`src/fbc_pkg.sv`:
```
// Package with constants, types and the rule summary for the fieldbus card status block.
// How it works
// RULE1: With serial port fitted, switches one to seven give node address for both.
// RULE2: With serial port fitted, switches eight and nine give serial baud rate.
// RULE3: Without serial port, switches only form the fieldbus node address.
// RULE4: No configured bus rate; detect the master's rate and lock to it.
// RULE5: Detector recognises 9600 up to 12 Mbit/s, ten rates in all.
// RULE6: Baud bits 00 software, 01 9600, 10 115200, 11 19200.
// RULE7: Cyclic data exchange, plus acyclic parameter exchange.
// RULE8: Green lamp lit in all non-fault states; red system lamp only in fault.
// RULE9: Bus lamp on in parameter wait, off in exchange, flashes 500 ms otherwise; the code keeps it off in fault.
// RULE10: Fault on hardware id, board revision, bad address or base module fault.
// RULE11: Address outside 3 to 125 is invalid and forces fault.
// RULE12: Parameter wait, then configuration wait, then exchange as telegrams are accepted.
package fbc_pkg;

    // ****************************************************************
    // Clock and timing.
    // ****************************************************************
    localparam int CLK_HZ = 100_000_000;
    localparam int FLASH_MS = 500;
    localparam int FLASH_CYC = CLK_HZ / 1000 * FLASH_MS;
    localparam int NUM_RATES = 10;

    // ****************************************************************
    // Address limits and serial baud codes.
    // ****************************************************************
    localparam logic [6:0] ADDR_MIN = 7'h03;
    localparam logic [6:0] ADDR_MAX = 7'h7D;
    localparam logic [1:0] BAUD_SW = 2'h0;
    localparam logic [1:0] BAUD_9600 = 2'h1;
    localparam logic [1:0] BAUD_115200 = 2'h2;
    localparam logic [1:0] BAUD_19200 = 2'h3;

    // Baud rates of the serial port, in bit/s.
    localparam logic [17:0] SER_9600 = 18'h02580;
    localparam logic [17:0] SER_19200 = 18'h04B00;
    localparam logic [17:0] SER_115200 = 18'h1C200;

    // Bit periods of the ten bus rates in mclk cycles (9600 down to 12M).
    localparam logic [13:0] BIT_CYC [NUM_RATES] = '{
        14'h28B1, 14'h1458, 14'h0898, 14'h042B, 14'h0215,
        14'h00C8, 14'h0042, 14'h0021, 14'h0011, 14'h0008};

    // ****************************************************************
    // Types.
    // ****************************************************************
    typedef enum logic [2:0] {
        ST_WAIT_PARAM, ST_WAIT_CFG, ST_DATA_EXCH, ST_PROTOCOL_ERR, ST_FAULT
    } fbc_state_e;

    // Telegram events from the protocol engine.
    typedef struct packed {
        logic param_ok;
        logic param_err;
        logic cfg_ok;
        logic cfg_err;
        logic cyclic;
        logic acyclic;
        logic timeout;
    } fbc_evt_s;

    // Lamp outputs.
    typedef struct packed {
        logic activity;
        logic system_fault_lamp;
        logic bus_fault_lamp;
    } fbc_lamp_s;

    // Fault sources.
    typedef struct packed {
        logic hw_id;
        logic board_rev;
        logic base_control_module;
    } fbc_fault_s;

endpackage

```
`src/fbc_status.sv`:
```
// Fieldbus card configuration, rate detection, slave state machine and lamps.
`timescale 1ns/1ns
module fbc_status
    import fbc_pkg::*;
#(
    parameter int FLASH_CYCLES = FLASH_CYC,
    parameter int LOCK_BITS = 16
) (
    // Clock, reset and enable.
    input wire logic mclk,
    input wire logic rst,
    input wire logic clk_en,
    // Pins: switches, serial fit strap and bus receive line.
    input wire logic [8:0] dip_sw,
    input wire logic serial_fitted,
    input wire logic bus_rx,
    // Same-domain inputs.
    input wire fbc_evt_s evt,
    input wire fbc_fault_s faults,
    // Outputs.
    output fbc_lamp_s lamps,
    output fbc_state_e state,
    output logic [6:0] node_addr,
    output logic [1:0] serial_baud_sel,
    output logic [17:0] serial_baud,
    output logic serial_baud_sw,
    output logic rate_locked,
    output logic [3:0] rate_index,
    output logic cyclic_pulse,
    output logic acyclic_pulse
);

    // ****************************************************************
    // Pin synchronisers.
    // ****************************************************************
    logic [10:0] meta_q;
    logic [10:0] sync_q;
    logic rx_prev_q;

    // Two flops on every pin input before any logic reads it. The receive
    // bit resets to the idle-high line level, so no false edge follows reset.
    always_ff @(posedge mclk) begin
        if (rst) begin
            meta_q <= 11'h400;
            sync_q <= 11'h400;
            rx_prev_q <= 1'b1;
        end else if (clk_en) begin
            meta_q <= {bus_rx, serial_fitted, dip_sw};
            sync_q <= meta_q;
            rx_prev_q <= sync_q[10];
        end
    end

    wire logic [8:0] sw_s = sync_q[8:0];
    wire logic fitted_s = sync_q[9];
    wire logic rx_s = sync_q[10];

    // ****************************************************************
    // Switch decoding.
    // ****************************************************************
    function automatic logic [17:0] baud_of(input logic [1:0] code);
        case (code)
            BAUD_9600: baud_of = SER_9600;
            BAUD_115200: baud_of = SER_115200;
            BAUD_19200: baud_of = SER_19200;
            default: baud_of = 18'h00000;
        endcase
    endfunction

    logic addr_bad_q;

    // Address always from switches 1..7; baud bits used only with the port fitted.
    always_ff @(posedge mclk) begin
        if (rst) begin
            node_addr <= 7'h00;
            serial_baud_sel <= 2'h0;
            serial_baud <= 18'h00000;
            serial_baud_sw <= 1'b0;
            addr_bad_q <= 1'b1;
        end else if (clk_en) begin
            node_addr <= sw_s[6:0]; // [RULE1] [RULE3]
            addr_bad_q <= (sw_s[6:0] < ADDR_MIN) || (sw_s[6:0] > ADDR_MAX); // [RULE11]
            if (fitted_s) begin
                serial_baud_sel <= sw_s[8:7]; // [RULE2]
                serial_baud <= baud_of(sw_s[8:7]); // [RULE6]
                serial_baud_sw <= (sw_s[8:7] == BAUD_SW); // [RULE6]
            end else begin
                // Switches 8 and 9 carry no meaning without the port.
                serial_baud_sel <= 2'h0; // [RULE3]
                serial_baud <= 18'h00000;
                serial_baud_sw <= 1'b0;
            end
        end
    end

    // ****************************************************************
    // Bus rate detection.
    // ****************************************************************
    // Measures the shortest gap between receive edges, which is one bit
    // time, then snaps it to the nearest listed rate. Short glitches can
    // mislead it, so a lock needs LOCK_BITS plus one agreeing edges in a row.
    logic [15:0] gap_q;
    logic [15:0] min_q;
    logic [3:0] cand_q;
    logic [15:0] agree_q;

    function automatic logic [3:0] nearest(input logic [15:0] len);
        logic [3:0] best;
        best = 4'h0;
        for (int i = 1; i < NUM_RATES; i++) begin
            if ({2'b00, BIT_CYC[i]} + {3'b000, BIT_CYC[i][13:1]} >= len) begin
                best = 4'(i);
            end
        end
        nearest = best;
    endfunction

    wire logic rx_edge = rx_s ^ rx_prev_q;

    always_ff @(posedge mclk) begin
        if (rst) begin
            gap_q <= 16'h0000;
            min_q <= 16'hFFFF;
            cand_q <= 4'h0;
            agree_q <= 16'h0000;
            rate_locked <= 1'b0;
            rate_index <= 4'h0;
        end else if (clk_en) begin
            // A bus timeout releases the lock so a new master rate is found.
            // It comes first so that a lock reached on the same edge wins.
            if (evt.timeout) begin
                rate_locked <= 1'b0;
                min_q <= 16'hFFFF;
                agree_q <= 16'h0000;
            end
            if (rx_edge) begin
                gap_q <= 16'h0001;
                if (gap_q != 16'h0000 && gap_q < min_q) begin
                    min_q <= gap_q;
                end
                if (nearest(min_q) == cand_q) begin
                    if (agree_q != 16'(LOCK_BITS)) begin
                        agree_q <= agree_q + 16'h0001;
                    end else begin
                        rate_locked <= 1'b1; // [RULE4]
                        rate_index <= cand_q; // [RULE5]
                    end
                end else begin
                    cand_q <= nearest(min_q); // [RULE5]
                    agree_q <= 16'h0000;
                end
            end else if (gap_q != 16'hFFFF) begin
                gap_q <= gap_q + 16'h0001;
            end
        end
    end

    // ****************************************************************
    // Slave state machine.
    // ****************************************************************
    wire logic any_fault = faults.hw_id | faults.board_rev | faults.base_control_module
        | addr_bad_q;

    always_ff @(posedge mclk) begin
        if (rst) begin
            state <= ST_WAIT_PARAM;
        end else if (clk_en) begin
            if (any_fault) begin
                state <= ST_FAULT; // [RULE10] [RULE11]
            end else begin
                case (state)
                    ST_WAIT_PARAM: begin
                        if (evt.param_err) state <= ST_PROTOCOL_ERR;
                        else if (evt.param_ok) state <= ST_WAIT_CFG; // [RULE12]
                    end
                    ST_WAIT_CFG: begin
                        if (evt.cfg_err || evt.param_err) state <= ST_PROTOCOL_ERR;
                        else if (evt.cfg_ok) state <= ST_DATA_EXCH; // [RULE12]
                    end
                    ST_DATA_EXCH: begin
                        if (evt.cfg_err || evt.param_err) state <= ST_PROTOCOL_ERR;
                        else if (evt.timeout) state <= ST_WAIT_PARAM;
                    end
                    ST_PROTOCOL_ERR: begin
                        // A fresh good parameter telegram restarts the sequence.
                        if (evt.param_ok) state <= ST_WAIT_CFG;
                        else if (evt.timeout) state <= ST_WAIT_PARAM;
                    end
                    // Fault clears only once every fault source is gone.
                    ST_FAULT: state <= ST_WAIT_PARAM;
                    default: state <= ST_WAIT_PARAM;
                endcase
            end
        end
    end

    // ****************************************************************
    // Data exchange qualification.
    // ****************************************************************
    // Exchange telegrams are passed on only in the data exchange state.
    always_ff @(posedge mclk) begin
        if (rst) begin
            cyclic_pulse <= 1'b0;
            acyclic_pulse <= 1'b0;
        end else if (clk_en) begin
            cyclic_pulse <= evt.cyclic && state == ST_DATA_EXCH; // [RULE7]
            acyclic_pulse <= evt.acyclic && state == ST_DATA_EXCH; // [RULE7]
        end
    end

    // ****************************************************************
    // Lamps.
    // ****************************************************************
    logic [31:0] flash_cnt_q;
    logic flash_q;

    // Free-running 500 ms toggle so every flashing state shares one phase.
    always_ff @(posedge mclk) begin
        if (rst) begin
            flash_cnt_q <= 32'h0;
            flash_q <= 1'b0;
        end else if (clk_en) begin
            if (flash_cnt_q == 32'(FLASH_CYCLES - 1)) begin
                flash_cnt_q <= 32'h0;
                flash_q <= ~flash_q; // [RULE9]
            end else begin
                flash_cnt_q <= flash_cnt_q + 32'h1;
            end
        end
    end

    always_ff @(posedge mclk) begin
        if (rst) begin
            lamps <= '0;
        end else if (clk_en) begin
            lamps.activity <= state != ST_FAULT; // [RULE8]
            lamps.system_fault_lamp <= state == ST_FAULT; // [RULE8]
            case (state)
                ST_WAIT_PARAM: lamps.bus_fault_lamp <= 1'b1; // [RULE9]
                ST_WAIT_CFG, ST_PROTOCOL_ERR: lamps.bus_fault_lamp <= flash_q; // [RULE9]
                default: lamps.bus_fault_lamp <= 1'b0;
            endcase
        end
    end

endmodule

```
`config.mk`:
```
export PLATFORM = sky130hd
export DESIGN_NAME = fbc_status
export DESIGN_NICKNAME = d
export VERILOG_FILES = /design/src/fbc_pkg.sv /design/src/fbc_status.sv
export SDC_FILE = /design/constraint.sdc
export NUM_CORES = 1
export LEC_CHECK = 0
export BUFFER_PORTS_ARGS = -buffer_cell sky130_fd_sc_hd__buf_2
export CAP_MARGIN = 20
export CORE_MARGIN = 2
export CORE_UTILIZATION = 58
export CTS_BUF_LIST = sky130_fd_sc_hd__clkbuf_16
export CTS_CLUSTER_SIZE = 12
export DETAILED_ROUTE_END_ITERATION = 12
export GPL_ROUTABILITY_DRIVEN = 0
export PLACE_DENSITY = 0.85
export SLEW_MARGIN = 20
export SYNTH_ARGS = -nofsm -noshare
export SYNTH_HDL_FRONTEND = slang
export SYNTH_SLANG_ARGS = --single-unit
```
`constraint.sdc`:
```
create_clock -name mclk -period 3.3 [get_ports mclk]
set_clock_uncertainty 0.15 [all_clocks]
set_input_delay 0 -clock mclk [delete_from_list [all_inputs] [get_ports mclk]]
set_output_delay 0 -clock mclk [all_outputs]
set_load 0.05 [all_outputs]
```
Word level (Yosys, flattened, before mapping)
Index checks and enable logic that the tools add are counted.
- add/subtract/negate cells: 3
- multiply operators: 0
- divide/modulo/power cells: 0
- order comparisons: 12
- eq/ne operators: 14
- shifts and indexed selects: 0
- mux-type cells: 40
- bitwise logic cells: 7
- reductions and logical operators: 15
- operators with widths (kind ; number):
    $mux 16 ; 9
    $pmux 17 s3 ; 1
    $mux 4 ; 11
    $add 16x1->16 const B ; 2
    $add 32x1->32 const B ; 1
    $eq 32x26->1 const B ; 1
    $mux 32 ; 1
    $mux 3 ; 8
    $mux 18 ; 1
    $ge 10x16->1 const A ; 1
    $ge 11x16->1 const A ; 1
    $ge 12x16->1 const A ; 1
    $ge 13x16->1 const A ; 1
    $ge 4x16->1 const A ; 1
    $ge 5x16->1 const A ; 1
    $ge 6x16->1 const A ; 1
    $ge 7x16->1 const A ; 1
    $ge 9x16->1 const A ; 1
    $lt 16x16->1 ; 1
    $ne 16x16->1 const B ; 1
    $ne 16x5->1 const B ; 1
    $reduce_bool 16->1 ; 1
    $pmux 3 s4 ; 1
    $ne 4x4->1 const B ; 2
    other kinds (24) ; 40
- flip-flop bits (word level): 150
- bits in latches: 0
- memory bits (writable): 0
- ROM bits: 0
- bits of input ports: 24
- output and inout port bits: 41
- logic and storage cells: 113
- memories kept: 0

Depth between registers and ports, before layout
- depth after elaboration: 16
- mapped depth: 12

Worst setup path after synthesis
Ideal clock, no wire load.
- path type: reg2reg
- from: reg min_q[9]
- to: reg min_q[10]
- setup time: 138 ps
- data arrival time: 2239 ps
- setup slack: 774 ps
- cell stages (with the launch flop): 10
- period minus slack after synthesis: 2526 ps
- path through: dfxtp_1 > inv_1 > ha_1 > a21o_1 > a21o_1 > a221oi_1 > o21ai_0 > a31oi_1 > clkbuf_1 > a32oi_1
- cells in the longest elaborated chain, start to end: 4
- RTL lines (element ; line ; RTL):
    from (decl) ; fbc_status.sv:103 ; logic [15:0] min_q;
    from (signal assigned) ; fbc_status.sv:139 ; min_q <= gap_q;
    $lt 16x16->1 ; fbc_status.sv:138 ; if (gap_q != 16'h0000 && gap_q < min_q) begin
    $logic_and 1x1->1 ; fbc_status.sv:138 ;
    $mux 16 ; fbc_status.sv:138 ;
    $mux 16 ; fbc_status.sv:136 ; if (rx_edge) begin
Every way passes these cells.
A chain may end at the register's enable or synchronous reset.

Worst setup path in the final report
- from: reg min_q[5]
- to: reg agree_q[0]
- cells in the longest elaborated chain, start to end: 16
- RTL lines (element ; line ; RTL):
    $ge 13x16->1 ; fbc_status.sv:111 ; if ({2'b00, BIT_CYC[i]} + {3'b000, BIT_CYC[i][13:1]} >= len) begin
    $mux 1 ; fbc_status.sv:111 ;
    $mux 4 (7 in series) ; fbc_status.sv:111 ;
    $mux 4 (*) ; fbc_status.sv:111 ;
    $mux 4 (*) ; fbc_status.sv:136 ;
    $mux 4 (*) ; fbc_status.sv:128 ; end else if (clk_en) begin
    $mux 4 (*) ; fbc_status.sv:121 ; if (rst) begin
    $eq 4x4->1 (*) ; fbc_status.sv:141 ; if (nearest(min_q) == cand_q) begin
    $mux 16 (*) ; fbc_status.sv:141 ;
    $mux 16 (*) ; fbc_status.sv:136 ;
    to (signal assigned) ; fbc_status.sv:143 ; agree_q <= agree_q + 16'h0001;
    to (decl) ; fbc_status.sv:105 ; logic [15:0] agree_q;
Every way passes the cells marked *; elsewhere a longest branch is shown, timed or not. The select of a mux whose other input is x is not followed.

==> out/results.ini <==
[sta]
tns_ns = 0
setup_ws_ns = 0.330
period_share = 0.900
max_slew_margin = 0.529
hold_viol = 0
rsz0062_at_grt = no
tightest_slew_ns = 0.706
finalCriticalPeriod_ns = 2.97
report.final.slew_viol_count = 0
setup_violations = 0
clock.fmax_mhz = 337

[placement]
portBuffers = 55
dp_slack_ns = 0.369
place_hpwl_um = 10300

[worst_setup_path]
crit_end = agree_q[0]
rr_worst_depth = 9
cp.arrival_ns = 3.19
startpoint = min_q[5]
r2r_start = min_q[5]
worstSetupPathType = flop to flop
required_ns = 3.52
rr_endpoint = agree_q[0]
end_kind = flop
ff2ff_setup_slack_ns = 0.33
critPathMaxFanout = 11
cp-start-kind = flop

[clock_tree]
cts_root_buf = clkbuf_16
cts_made_buffers = 17
cts_tree = yes
clk_latency_ns = 0.42
ctsHtreeMaxLevel = 4
path_clk_slew_ns = 0.06
clock_path_buffers = 2
cts_resized = 0
cts_sinks = 137

[drt]
met1Wirelength_um = 7240
num_vias = 5952
dr.max_layer_used = met4
firstDrtPassIters = 5
ant_nets = 0
route.met3.wl_um = 863
routedWlPerCell_um = 15.7
routed_wl_um = 15900
drt_first_iter_violations = 432
drc = 0
wl_met2_um = 7350
viasPerCell = 5.90

[layout]
area_growth_pct = 16.3
antenna_cells = 0
nets = 897
drive_gt1_frac = 0.127

[global_route]
grt.total_usage = 0.259
grt_pass1_vias = 5632
grt_max_degree = 63
overflow = 0
grt_first_pass_wirelength_um = 26600
antenna_found_initial = 0

[floorplanning]
die_h_um = 112
initial_core_util = 0.593
dieWidth_um = 112
die-area_um2 = 12500
coreArea_um2 = 11400
io_pins = 65
rows = 39

[hold_path]
holdPathStages = 5
worst_hold_path_type = input port to flop
min_from = faults[2]

[yosys]
synth_edf_count = 0
async_flop_share = 0
avgSynthCellArea_um2 = 8.55
syn_area_um2 = 6740
synth-seq-cells = 137
syn_inst = 789
synth_seq_area_share = 0.407
ys_warn_count = 0
synth-main-ff-cell = dfxtp_1
synth.distinct_cells = 70

[power_and_ir_drop]
powerDensity_nw_per_um2 = 482
vdd_drop_max_v = 0.000487
p_leak_nw = 3.29
power_mw = 3.78

[status]
status = finished clean

[job]
maxCapViolations = 0

-- synth_stat cells, drive strengths merged (2+ instances only) --
cell type,n,area [um2]
dfxtp,137,2740
nor2,123,462
nand2,62,233
mux2i,37,370
nand3,34,170
inv,33,124
a21oi,31,155
clkbuf,30,113
nor3,27,140
xor2,23,201
nand4,22,144
xnor2,22,200
buf,21,143
ha,20,250
o21ai,20,100
a32oi,18,158
nor4,16,115
or3,11,68.8
o211ai,9,72.6
and3,8,50.1
nand2b,8,50.1
nor4b,8,70.1
a21o,7,60.1
and4,7,61.3
a31oi,5,46.3
o311ai,5,58.8
a22oi,3,22.5
and2,3,18.8
mux2,3,33.8
or4,3,26.3
nand3b,2,15.0
nand4b,2,17.5
nor2b,2,12.5
nor3b,2,15.0
o311a,2,20.0
o41ai,2,25.0
or2,2,12.5
-- cell usage in the layout, fill, tap and decap left out, types with 4 or more instances in the layout --
cell type      netlist  routed
nand2_1             62      62
dlygate4sd3_1        0      24
buf_4               14       9
a21o_1               6       6
conb_1               1       9
nor2_1             123     123
or3_1               11      11
nor4_1              15      15
and4_1               7       7
inv_6                0       5
ha_1                20      20
a31oi_1              4       4
nand3_1             34      34
o21ai_0             20      20
and3_1               8       8
nand2b_1             8       8
nand4_1             21      21
dfxtp_1            137     137
a21oi_1             31      31
a32oi_1             18      18
inv_1               33      33
clkbuf_16            0      17
xor2_1              23      23
nor4b_1              8       8
o211ai_1             8       8
nor3_1              26      26
xnor2_1             21      21
mux2i_1             37      37
buf_2                3      55
-- sequential cells by signal, indices dropped and copies added, names as in the netlist, 4 cells and up --
register,flops
sync_q,11
node_addr,7
flash_cnt_q,32
meta_q,11
gap_q,16
min_q,16
serial_baud,5
agree_q,16
cand_q,4
rate_index,4
-- what timing repair did --
action                                  CTS  global route
hold endpoints to repair                 21             0
buffers inserted                          0             0
hold buffers                             24             0
endpoints found under the setup margin    0             0
-- where the power goes --
| group | total (mW) | internal (mW) | switching [mW] |
|---|---|---|---|
| clock network | 1.83 | 1.05 | 0.782 |
| logic | 0.243 | 0.0827 | 0.161 |
| registers | 1.71 | 1.68 | 0.0274 |
| total | 3.78 | 2.81 | 0.970 |
-- stage by stage --
stage	cells	util	hold WS, ns	area [um2]
6_report	1009	0.690	0.0465	7840
5_1_grt	1009	0.690	0.0982	7840
4_1_cts	1009	0.690	0.0195	7840
3_5_place_dp	953	0.619	0.0964	7040
3_3_place_gp	953	0.619	0.0719	7040
2_1_floorplan	797	-	-0.0216	6770
-- worst max-delay path, cell delays in order, from the launching register on --
cell	delay, ns
dfxtp_1	0.37
o311ai_1	0.46
nand3_1	0.21
a32oi_1	0.27
nor2_1	0.10
xnor2_2	0.19
nand4_2	0.27
buf_4	0.27
nor4_1	0.39
mux2_2	0.23
-- cell families after synthesis --
logic type / share of synthesized area
AOI/OAI and AO/OA: 0.128
DFF: 0.407
buffers and inverters: 0.0562
other: 0.000556
xor gates and xnor gates: 0.0596
adders and majority gates: 0.0371
and+or+nand+nor: 0.252
muxes: 0.0599
-- per-layer routing --
layer / global-route usage / up-vias
met1: 0.342 / 2789
met5: 0 / -
met2: 0.411 / 197
met3: 0.0615 / 37
met4: 0.104 / 0
li1: - / 2929
-- layout make-up --
cell class | count | area [um2]
Inverter | 33 | 124
Fill cell | 833 | 3530
Multi-Input combinational cell | 576 | 3650
Clock inverter | 15 | 139
Clock buffer | 17 | 425
Tap cell | 143 | 179
Sequential cell | 137 | 2740
Timing Repair Buffer | 88 | 583
-- worst min-delay path by stage --
stage | endpoint | slack [ns]
final | state[0] | 0.05
after global routing | state[0] | 0.1
after CTS | state[0] | 0.02
after detailed placement | meta_q[6] | 0.1
after global placement | meta_q[10] | 0.07
after floorplan | meta_q[10] | -0.02
(Power assumes the default switching activity.)
